$ cat src/rtl/mpgpio_pkg.sv
// Constants, register map and carrier types of the multi-port pin block.
// Assumes an 8-bit register port with page-0 byte addresses.
package mpgpio_pkg;

  localparam int NUM_PINS  = 36;
  localparam int NUM_PORTS = 7;
  localparam int WIN_REGS  = 32;

  // Pin position and width of each port in the flat pin vector
  localparam int PORT_LSB [NUM_PORTS] = '{0, 6, 10, 14, 16, 24, 32};
  localparam int PORT_W   [NUM_PORTS] = '{6, 4, 4, 2, 8, 8, 4};
  localparam int P0_CTL_PINS = 4;
  localparam int CTL_PINS_PER_REG = 4;

  // Register offsets
  localparam logic [7:0] ADDR_PEND_A    = 8'hD6;
  localparam logic [7:0] ADDR_PEND_B    = 8'hD7;
  localparam logic [7:0] ADDR_DATA_BASE = 8'hE4;
  localparam logic [7:0] ADDR_DATA_LAST = 8'hEA;
  localparam logic [7:0] ADDR_P0_CTL    = 8'hEB;
  localparam logic [7:0] ADDR_P0_PU     = 8'hEC;
  localparam logic [7:0] ADDR_P0_IE     = 8'hED;
  localparam logic [7:0] ADDR_P0_EDGE   = 8'hEE;
  localparam logic [7:0] ADDR_P1_CTL    = 8'hEF;
  localparam logic [7:0] ADDR_P1_PU     = 8'hF0;
  localparam logic [7:0] ADDR_P1_IE     = 8'hF1;
  localparam logic [7:0] ADDR_P1_EDGE   = 8'hF2;
  localparam logic [7:0] ADDR_P2_CTL    = 8'hF3;
  localparam logic [7:0] ADDR_P2_PU     = 8'hF4;
  localparam logic [7:0] ADDR_P3_CTL    = 8'hF5;
  localparam logic [7:0] ADDR_P3_PU     = 8'hF6;
  localparam logic [7:0] ADDR_P3_IE     = 8'hF7;
  localparam logic [7:0] ADDR_P3_EDGE   = 8'hF8;
  localparam logic [7:0] ADDR_P4_CTL_HI = 8'hF9;
  localparam logic [7:0] ADDR_P4_CTL_LO = 8'hFA;
  localparam logic [7:0] ADDR_P5_CTL_HI = 8'hFB;
  localparam logic [7:0] ADDR_P5_CTL_LO = 8'hFC;
  localparam logic [7:0] ADDR_P6_CTL    = 8'hFD;
  localparam logic [2:0] WIN_TOP        = 3'h7;

  // Implemented bits of each register
  localparam logic [7:0] MASK_NONE  = 8'h00;
  localparam logic [7:0] MASK_FULL  = 8'hFF;
  localparam logic [7:0] MASK_NIB   = 8'h0F;
  localparam logic [7:0] MASK_SIX   = 8'h3F;
  localparam logic [7:0] MASK_TWO   = 8'h03;
  localparam logic [7:0] REG_RESET  = 8'h00;

  // Pending bit placement and interrupt source pins
  localparam int PEND_B_LSB = 4;
  localparam int P0_IRQ_LSB = 0;
  localparam int P1_IRQ_LSB = 6;
  localparam int P3_IRQ_LSB = 14;
  localparam int IRQ_A_W    = 4;
  localparam int IRQ_B_W    = 2;
  localparam logic EDGE_RISE = 1'b1;

  // Alternate-function pins
  localparam int PIN_TMR_OUT = 0;
  localparam int PIN_TMR_CLK = 1;
  localparam int PIN_COM0    = 32;
  localparam logic [NUM_PINS-1:0] ALT_DRV_MASK = 36'hF_FFFF_0C05;
  localparam logic [NUM_PINS-1:0] HIZ_MASK     = 36'h0_0000_C000;
  localparam int SETTLE_CYC = 4;

  typedef enum logic [1:0] {MODE_IN, MODE_OD, MODE_PP, MODE_ALT} mpgpio_mode_e;

  typedef struct packed {
    logic       rd;
    logic       wr;
    logic [7:0] addr;
    logic [7:0] wdata;
  } mpgpio_req_s;

  typedef struct packed {
    logic [NUM_PINS-1:0] out;
    logic [NUM_PINS-1:0] oe;
    logic [NUM_PINS-1:0] pull;
  } mpgpio_pad_s;

  typedef struct packed {
    logic [19:0] lcd_segment_line;
    logic [7:0]  com;
    logic        com_sel;
  } mpgpio_lcd_s;

  function automatic logic [7:0] reg_mask(input logic [7:0] a);
    unique case (a)
      ADDR_DATA_BASE: return MASK_SIX;
      8'hE5, 8'hE6, ADDR_DATA_LAST: return MASK_NIB;
      8'hE7: return MASK_TWO;
      8'hE8, 8'hE9: return MASK_FULL;
      ADDR_P0_CTL, ADDR_P1_CTL, ADDR_P2_CTL, ADDR_P4_CTL_HI, ADDR_P4_CTL_LO,
      ADDR_P5_CTL_HI, ADDR_P5_CTL_LO, ADDR_P6_CTL: return MASK_FULL;
      ADDR_P0_PU, ADDR_P0_IE, ADDR_P0_EDGE, ADDR_P1_PU, ADDR_P1_IE, ADDR_P1_EDGE,
      ADDR_P2_PU, ADDR_P3_CTL: return MASK_NIB;
      ADDR_P3_PU, ADDR_P3_IE, ADDR_P3_EDGE: return MASK_TWO;
      default: return MASK_NONE;
    endcase
  endfunction : reg_mask

  function automatic logic [7:0] ctl_addr(input int k, input int b);
    unique case (k)
      0: return ADDR_P0_CTL;
      1: return ADDR_P1_CTL;
      2: return ADDR_P2_CTL;
      3: return ADDR_P3_CTL;
      4: return (b < CTL_PINS_PER_REG) ? ADDR_P4_CTL_LO : ADDR_P4_CTL_HI;
      5: return (b < CTL_PINS_PER_REG) ? ADDR_P5_CTL_LO : ADDR_P5_CTL_HI;
      default: return ADDR_P6_CTL;
    endcase
  endfunction : ctl_addr

endpackage : mpgpio_pkg

$ cat src/rtl/mpgpio_top.sv
// Seven-port pin block: data latches, pin modes, pull-ups, alternate functions, edge interrupts.
// Assumes a CPU register port sampled on clk_i and pins that are asynchronous to it.
//
// Contract
// - Port zero data register at E4H, read and written directly.
// - Port one data register at E5H, read and written directly.
// - Port two data register at E6H, read and written directly.
// - Port three data register at E7H, read and written directly.
// - Port four data register at E8H, read and written directly.
// - Port five data register at E9H, read and written directly.
// - Port six data register at EAH; pins may carry LCD commons zero to three.
// - Port zero control resets to zero; selects input, push-pull, open-drain, alternate.
// - Port four has upper and lower control registers, both reset to inputs.
// - Port zero pins four and five are push-pull outputs only.
// - Port zero pins zero to three carry timer, timer clock, buzzer, interrupt.
// - Enabled selected edge on port zero sets pending bit, pulls request low.
// - Port zero enable at EDH, pending D6H low nibble, edge at EEH.
// - Port one enable at F1H, pending D6H high nibble, edge at F2H.
// - Port three enable at F7H, pending D7H bits five/four, edge at F8H.
// - Enabled selected edge on port three sets pending bit, pulls request low.
// - Port zero pull-ups enabled per pin through ECH.
// - Port three: input with or without pull-up, high-impedance input, push-pull, open-drain.
// - Port five pins four to seven carry LCD segments 16-19 or commons 4-7.
`timescale 1ns/1ps
module mpgpio_top
  import mpgpio_pkg::*;
(
  // Clock and reset
  input  wire logic                clk_i,
  input  wire logic                rst_b_i,
  // CPU register port
  input  wire mpgpio_req_s         req_i,
  output logic [7:0]               rdata_o,
  // Pins
  input  wire logic [NUM_PINS-1:0] pin_i,
  output mpgpio_pad_s              pad_o,
  // Peripherals sharing pins
  input  wire logic                timer_match_out_i,
  input  wire logic                buzzer_out_i,
  input  wire mpgpio_lcd_s         lcd_i,
  output logic                     timer_ext_clock_in_o,
  // Interrupt request, low while any pending bit is set
  output logic                     irq_b_o
);

  logic [8*WIN_REGS-1:0] reg_flat;
  logic [2*NUM_PINS-1:0] mode_v;
  logic [NUM_PINS-1:0]   latch_v;
  logic [NUM_PINS-1:0]   s1_q, s2_q, s3_q, lvl_q;
  logic [NUM_PINS-1:0]   rd_bits;
  logic [NUM_PINS-1:0]   alt_val;
  logic [NUM_PINS-1:0]   pu_all;
  logic [SETTLE_CYC-1:0] settle_q;
  logic [IRQ_A_W-1:0]    p0_prev_q, p1_prev_q, p0_ev, p1_ev;
  logic [IRQ_B_W-1:0]    p3_prev_q, p3_ev;
  logic [7:0]            pend_a_q, pend_a_d;
  logic [IRQ_B_W-1:0]    pend_b_q, pend_b_d;
  logic [7:0]            rd_val;
  logic [7:0]            rdata_q;
  mpgpio_pad_s           pad_q, pad_d;
  logic                  irq_b_q;
  logic                  tclk_q;
  logic                  win_hit;

  function automatic logic [7:0] rv(input logic [8*WIN_REGS-1:0] f, input logic [7:0] a);
    return f[{a[4:0], 3'b000} +: 8];
  endfunction : rv

  function automatic logic [IRQ_A_W-1:0] edge_ev(input logic [IRQ_A_W-1:0] cur,
                                                 input logic [IRQ_A_W-1:0] prev,
                                                 input logic [7:0] sel,
                                                 input logic [7:0] ie);
    logic [IRQ_A_W-1:0] r;
    r = '0;
    for (int i = 0; i < IRQ_A_W; i++) begin
      if (ie[i] && cur[i] != prev[i] && cur[i] == (sel[i] == EDGE_RISE)) begin
        r[i] = 1'b1;
      end
    end
    return r;
  endfunction : edge_ev

  assign win_hit = req_i.addr[7:5] == WIN_TOP;

  // Register window E0H-FFH; unimplemented bits never store
  for (genvar r = 0; r < WIN_REGS; r++) begin : g_reg
    logic [7:0] q;
    always_ff @(posedge clk_i) begin
      if (!rst_b_i) begin
        q <= REG_RESET;
      end else if (req_i.wr && win_hit && req_i.addr[4:0] == 5'(r)) begin
        q <= req_i.wdata & reg_mask({WIN_TOP, 5'(r)});
      end
    end
    assign reg_flat[8*r +: 8] = q;
  end

  // Per-pin mode and latch gathered from the port registers
  for (genvar k = 0; k < NUM_PORTS; k++) begin : g_port
    for (genvar b = 0; b < PORT_W[k]; b++) begin : g_pin
      localparam int         P  = PORT_LSB[k] + b;
      localparam logic [7:0] CA = ctl_addr(k, b);
      localparam logic [7:0] DA = ADDR_DATA_BASE + 8'(k);
      localparam int         SH = 2 * (b % CTL_PINS_PER_REG);
      if (k == 0 && b >= P0_CTL_PINS) begin : g_fixed
        assign mode_v[2*P +: 2] = MODE_PP;
      end else begin : g_cfg
        assign mode_v[2*P +: 2] = reg_flat[8*CA[4:0] + SH +: 2];
      end
      assign latch_v[P] = reg_flat[8*DA[4:0] + b];
    end
  end

  // Three-stage pin synchroniser; a level counts once stages two and three agree
  always_ff @(posedge clk_i) begin
    if (!rst_b_i) begin
      s1_q <= '0;
      s2_q <= '0;
      s3_q <= '0;
      lvl_q <= '0;
    end else begin
      s1_q <= pin_i;
      s2_q <= s1_q;
      s3_q <= s2_q;
      lvl_q <= (s2_q & ~(s2_q ^ s3_q)) | (lvl_q & (s2_q ^ s3_q));
    end
  end

  // Edges are ignored until the synchroniser holds real pin levels, avoiding false events
  always_ff @(posedge clk_i) begin
    if (!rst_b_i) begin
      settle_q <= '0;
    end else begin
      settle_q <= {settle_q[SETTLE_CYC-2:0], 1'b1};
    end
  end

  // Alternate sources; port five high nibble picks commons or segments
  assign alt_val = {lcd_i.com[3:0],
                    lcd_i.com_sel ? lcd_i.com[7:4] : lcd_i.lcd_segment_line[19:16],
                    lcd_i.lcd_segment_line[15:4], 2'b00, 2'b00, lcd_i.lcd_segment_line[1:0], 4'h0, 2'b00,
                    1'b0, buzzer_out_i, 1'b0, timer_match_out_i};

  assign pu_all = {20'h0_0000, reg_flat[8*ADDR_P3_PU[4:0] +: 2], reg_flat[8*ADDR_P2_PU[4:0] +: 4],
                   reg_flat[8*ADDR_P1_PU[4:0] +: 4], 2'b00,
                   reg_flat[8*ADDR_P0_PU[4:0] +: 4]};

  // Pad drive: open-drain only sinks, port three alternate code is high-impedance input
  always_comb begin
    pad_d = '0;
    rd_bits = '0;
    for (int i = 0; i < NUM_PINS; i++) begin
      unique case (mpgpio_mode_e'(mode_v[2*i +: 2]))
        MODE_IN: begin
          pad_d.pull[i] = pu_all[i];
          rd_bits[i] = lvl_q[i];
        end
        MODE_OD: begin
          pad_d.oe[i] = ~latch_v[i];
          rd_bits[i] = latch_v[i];
        end
        MODE_PP: begin
          pad_d.oe[i] = 1'b1;
          pad_d.out[i] = latch_v[i];
          rd_bits[i] = latch_v[i];
        end
        MODE_ALT: begin
          if (HIZ_MASK[i]) begin
            rd_bits[i] = 1'b0;
          end else begin
            pad_d.oe[i] = ALT_DRV_MASK[i];
            pad_d.out[i] = ALT_DRV_MASK[i] & alt_val[i];
            rd_bits[i] = lvl_q[i];
          end
        end
      endcase
    end
  end

  always_ff @(posedge clk_i) begin
    if (!rst_b_i) begin
      pad_q <= '0;
      tclk_q <= 1'b0;
    end else begin
      pad_q <= pad_d;
      tclk_q <= (mode_v[2*PIN_TMR_CLK +: 2] == MODE_ALT) & lvl_q[PIN_TMR_CLK];
    end
  end

  // Edge events on the interrupt-capable pins
  always_comb begin
    p0_ev = '0;
    p1_ev = '0;
    p3_ev = '0;
    if (settle_q[SETTLE_CYC-1]) begin
      p0_ev = edge_ev(lvl_q[P0_IRQ_LSB +: IRQ_A_W], p0_prev_q,
                      rv(reg_flat, ADDR_P0_EDGE), rv(reg_flat, ADDR_P0_IE));
      p1_ev = edge_ev(lvl_q[P1_IRQ_LSB +: IRQ_A_W], p1_prev_q,
                      rv(reg_flat, ADDR_P1_EDGE), rv(reg_flat, ADDR_P1_IE));
      p3_ev = IRQ_B_W'(edge_ev({2'b00, lvl_q[P3_IRQ_LSB +: IRQ_B_W]}, {2'b00, p3_prev_q},
                      rv(reg_flat, ADDR_P3_EDGE), rv(reg_flat, ADDR_P3_IE)));
    end
  end

  // A set in the same cycle as a clearing write wins over the clear
  always_comb begin
    pend_a_d = pend_a_q;
    pend_b_d = pend_b_q;
    if (req_i.wr && req_i.addr == ADDR_PEND_A) begin
      pend_a_d = pend_a_q & req_i.wdata;
    end
    if (req_i.wr && req_i.addr == ADDR_PEND_B) begin
      pend_b_d = pend_b_q & req_i.wdata[PEND_B_LSB +: IRQ_B_W];
    end
    pend_a_d = pend_a_d | {p1_ev, p0_ev};
    pend_b_d = pend_b_d | p3_ev;
  end

  always_ff @(posedge clk_i) begin
    if (!rst_b_i) begin
      p0_prev_q <= '0;
      p1_prev_q <= '0;
      p3_prev_q <= '0;
      pend_a_q <= '0;
      pend_b_q <= '0;
      irq_b_q <= 1'b1;
    end else begin
      p0_prev_q <= lvl_q[P0_IRQ_LSB +: IRQ_A_W];
      p1_prev_q <= lvl_q[P1_IRQ_LSB +: IRQ_A_W];
      p3_prev_q <= lvl_q[P3_IRQ_LSB +: IRQ_B_W];
      pend_a_q <= pend_a_d;
      pend_b_q <= pend_b_d;
      irq_b_q <= ~(|pend_a_d | |pend_b_d);
    end
  end

  // Read path; data ports return per-pin level or latch, zero on port three high-impedance pins
  always_comb begin
    rd_val = '0;
    if (req_i.addr == ADDR_PEND_A) begin
      rd_val = pend_a_q;
    end else if (req_i.addr == ADDR_PEND_B) begin
      rd_val = 8'(pend_b_q) << PEND_B_LSB;
    end else if (win_hit) begin
      rd_val = rv(reg_flat, req_i.addr);
      for (int k = 0; k < NUM_PORTS; k++) begin
        if (req_i.addr == ADDR_DATA_BASE + 8'(k)) begin
          rd_val = 8'(rd_bits >> PORT_LSB[k]) & reg_mask(req_i.addr);
        end
      end
    end
  end

  always_ff @(posedge clk_i) begin
    if (!rst_b_i) begin
      rdata_q <= '0;
    end else if (req_i.rd) begin
      rdata_q <= rd_val;
    end
  end

  assign rdata_o = rdata_q;
  assign pad_o = pad_q;
  assign irq_b_o = irq_b_q;
  assign timer_ext_clock_in_o = tclk_q;
endmodule : mpgpio_top

$ cat config.mk
export PLATFORM = sky130hd
export DESIGN_NAME = mpgpio_top
export DESIGN_NICKNAME = d
export VERILOG_FILES = /design/src/rtl/mpgpio_pkg.sv /design/src/rtl/mpgpio_top.sv
export SDC_FILE = /design/constraint.sdc
export NUM_CORES = 1
export LEC_CHECK = 0
export BUFFER_PORTS_ARGS = -buffer_cell sky130_fd_sc_hd__buf_2
export CAP_MARGIN = 0
export CORE_ASPECT_RATIO = 0.75
export CORE_MARGIN = 3
export CORE_UTILIZATION = 55
export CTS_BUF_LIST = sky130_fd_sc_hd__clkbuf_2 sky130_fd_sc_hd__clkbuf_4 sky130_fd_sc_hd__clkbuf_8
export CTS_CLUSTER_DIAMETER = 60
export DETAILED_ROUTE_END_ITERATION = 6
export PLACE_DENSITY_LB_ADDON = 0.25
export SLEW_MARGIN = 20
export SYNTH_ARGS = -nofsm -noshare
export SYNTH_HDL_FRONTEND = slang
export SYNTH_SLANG_ARGS = --single-unit
$ cat constraint.sdc
create_clock -name clk_i -period 2.3 [get_ports clk_i]
set_clock_uncertainty 0.1 [all_clocks]
set_input_delay 0.69 -clock clk_i [delete_from_list [all_inputs] [get_ports clk_i]]
set_output_delay 0.69 -clock clk_i [all_outputs]
set_load 0.02 [all_outputs]
==> impl_metrics.py <==
metrics = {
    "critical_path": {
        "crit_path_start_kind": "flop",
        "worstSetupEndpointType": "flop",
        "path_class": "reg2reg",
        "cp_max_fo": 2,
        "crit_path_start": "g_reg[29].q[7]$_SDFFE_PN0P_",
        "rr_startpoint": "g_reg[29].q[7]$_SDFFE_PN0P_",
        "worstPathRequired_ps": 2730,
        "worstPathArrival_ps": 2650,
    },
    "finish": {
        "finalNonFillerCells": 2738,
        "drive_above_1_share_pct": 23.7,
        "nets": 2480,
        "syn_to_final_growth_pct": 21.4,
        "fillers": 2532,
        "fin_util_pct": 69.0,
        "fin_area_mm2": 0.0219,
    },
    "sta": {
        "worst_slew_pin_slew_ps": 540,
        "clock.fmax_ghz": 0.450,
        "period_share_pct": 96.7,
        "fin_hold_ws_ps": 150,
        "slew_viol_final": 0,
        "finalCriticalPeriod_ps": 2220,
        "finalSetupViolations": 0,
        "slew_headroom_pct": 64.0,
        "hold_viol_final": 0,
    },
    "die": {
        "die_h_um": 163,
        "die_w_um": 215,
        "rows": 56,
        "coreArea_mm2": 0.0318,
        "die_area_mm2": 0.0351,
        "start_util_pct": 56.9,
        "ios": 205,
    },
    "clocking": {
        "clk_latency_ps": 650,
        "cts_root_buf": "clkbuf_8",
        "clock_path_buffers": 3,
        "cts_tree": "yes",
        "cts.sinks": 392,
        "tritoncts.num_buffers": 60,
        "htreeDepth": 2,
        "postCtsHoldBufs": 0,
        "clkTransAtPathRegs_ps": 70,
    },
    "yosys": {
        "synth.distinct_cells": 71,
        "yosysMostFrequentCell": "dfxtp_1",
        "syn-cell-area_mm2": 0.0181,
        "synth_warnings": 0,
        "yosys-top-cells-area": "dfxtp_1 43%, ha_1 9.2%, a21boi_0 5.6%",
        "ys.flop_type": "dfxtp_1",
        "synth.avg_cell_area_um2": 9.38,
        "postSynthCellCount": 1929,
        "synth_top_area_cell": "dfxtp_1",
        "synth-edff-count": 0,
        "synth_top_area_share_pct": 43.4,
        "ys_ff_latch": 392,
        "ys_async_sr_fraction_pct": 0,
        "synth_commonest_cells": "392 x dfxtp_1, 204 x nand2_1, 136 x a21boi_0, 133 x ha_1, 123 x and2_1",
        "seq_area_frac_synth_pct": 43.4,
    },
    "route": {
        "ant_nets": 0,
        "drt_iter0_markers": 1862,
        "vias": 15600,
        "viasPerCell": 5.69,
        "drt-total-wl_mm": 61.2,
        "drt-pass1-iter-count": 6,
        "drc": 0,
        "wire_per_inst_um": 22.3,
    },
    "global_routing": {
        "antenna_found_initial": 2,
        "grt_pass1_vias": 14800,
        "grt_util_all_layers_pct": 34.1,
        "grt_max_degree": 142,
        "overflow": 0,
        "grt_first_pass_wirelength_mm": 90.5,
    },
    "power_and_ir_drop": {
        "power.share.clock_pct": 44.1,
        "seq_power_share_pct": 49.5,
        "p_switching_mw": 3.35,
        "switching_share_pct": 23.9,
        "total_power_mw": 14.0,
        "internal_power_mw": 10.6,
        "power_density_mw_per_mm2": 637,
        "ir_worst_vdd_mv": 0.715,
        "p_leak_nw": 9.15,
        "combPwrFrac_pct": 6.4,
    },
    "min_path": {
        "hold_path_class": "in2reg",
        "hp-start": "pin_i[30]",
    },
    "placed_design": {
        "dp_cells": 2633,
        "port_buffers": 178,
        "dpl_cell_area_mm2": 0.0206,
        "finalWeightedCongestion": 1.05,
        "dpl.hpwl_mm": 46.3,
    },
    "status": {
        "outcome": "complete, no violations",
    },
    "job": {
        "max-cap-violations": 0,
    },
}
==> metal layers <==
metal	track usage, %	share of wire [%]	vias to the layer above
met2	49.8	41	757
li1	-	-	7236
met4	9.25	2.4	2
met3	8.76	11	112
met5	0	0.018	-
met1	50.0	45	7472
==> logic make-up (layout without fill, tap and decap cells) <==
| group | after synthesis | in the layout | share of synthesized area, % |
|---|---|---|---|
| mux | 115 | 115 | 7.46 |
| other cells | 1 | 23 | 0.0207 |
| fa+ha+maj | 133 | 133 | 9.20 |
| compound gates | 374 | 374 | 14.4 |
| buf+inv | 252 | 604 | 6.19 |
| simple gates | 661 | 661 | 19.3 |
| xor+xnor | 1 | 1 | 0.0484 |
| flops | 392 | 392 | 43.4 |
==> power by group through the flow <==
stage	clock (mW)	sequential, mW	combinational, mW
finish	6.16	6.92	0.901
global route	6.54	6.93	0.947
CTS	6.23	6.92	0.876
detailed placement	0	7.07	0.868
global placement	0	7.07	0.864
floorplan	0	7.06	0.507
==> placed cells by master, fill, tap and decap left out, types with 24 or more instances in the layout <==
cell	count
a211oi_1	28
a21boi_0	136
a21oi_1	34
a22oi_1	31
and2_1	123
and3_1	30
buf_2	177
buf_4	206
clkbuf_8	72
dfxtp_1	392
ha_1	133
inv_1	106
mux2i_1	81
nand2_1	204
nand3_1	115
nor2_1	32
nor2b_1	75
nor3b_1	24
o21ai_0	69
==> state kept, by name, summed over array words and instances (netlist names), 4 cells and up, named ones only <==
| name | flops |
|---|---|
| g.q | 138 |
| p0_prev_q | 4 |
| p1_prev_q | 4 |
| pad_o | 85 |
| pend_a_q | 8 |
| rdata_o | 8 |
| s1_q | 34 |
| s2_q | 34 |
| s3_q | 34 |
==> final cells by class <==
cell class | instances | area [um^2] | area share (%)
Multi-Input combinational cell | 1306 | 9230 | 42.1
Antenna cell | 1 | 2.50 | 0.0114
Clock buffer | 93 | 1140 | 5.20
Timing Repair Buffer | 394 | 2650 | 12.1
Sequential cell | 392 | 7850 | 35.8
Tap cell | 435 | 544 | 2.48
Inverter | 106 | 398 | 1.81
Clock inverter | 11 | 139 | 0.633
==> worst paths after layout <==
| check | cells past startpoint | endpoint | slack [ps] |
|---|---|---|---|
| min reg2reg | 1 | s2_q[25]$_SDFF_PN0_ | 320 |
| max reg2reg | 8 | rdata_o[3]$_SDFFE_PN0P_ | 80 |
| min | 2 | s1_q[30]$_SDFF_PN0_ | 150 |
| max | 8 | rdata_o[3]$_SDFFE_PN0P_ | 80 |
==> critical path, cell delays in order, from the launching register on <==
cell and delay [ps]:
dfxtp_1 330, inv_1 60, ha_1 330, mux2i_2 390, nor4_2 70, o311ai_0 320, buf_4 190, o311ai_1 110
o221a_2 240
==> per-stage QoR <==
stage	TNS [ps]	setup WS [ps]
floorplan	-23.3	-23.3
global placement	-31980	-543
detailed placement	-35230	-566
CTS	0	11.4
global route	-0.735	-0.735
finish	0	77.0
==> what timing repair did <==
action                                 4_1_cts  5_1_grt
setup endpoints to repair                    1        2
pin swaps                                    0        1
endpoints found under the hold margin        0        0
buffers inserted                             0        0
resized for setup                            3        7
Note: power is estimated with default switching activity, not from simulation.
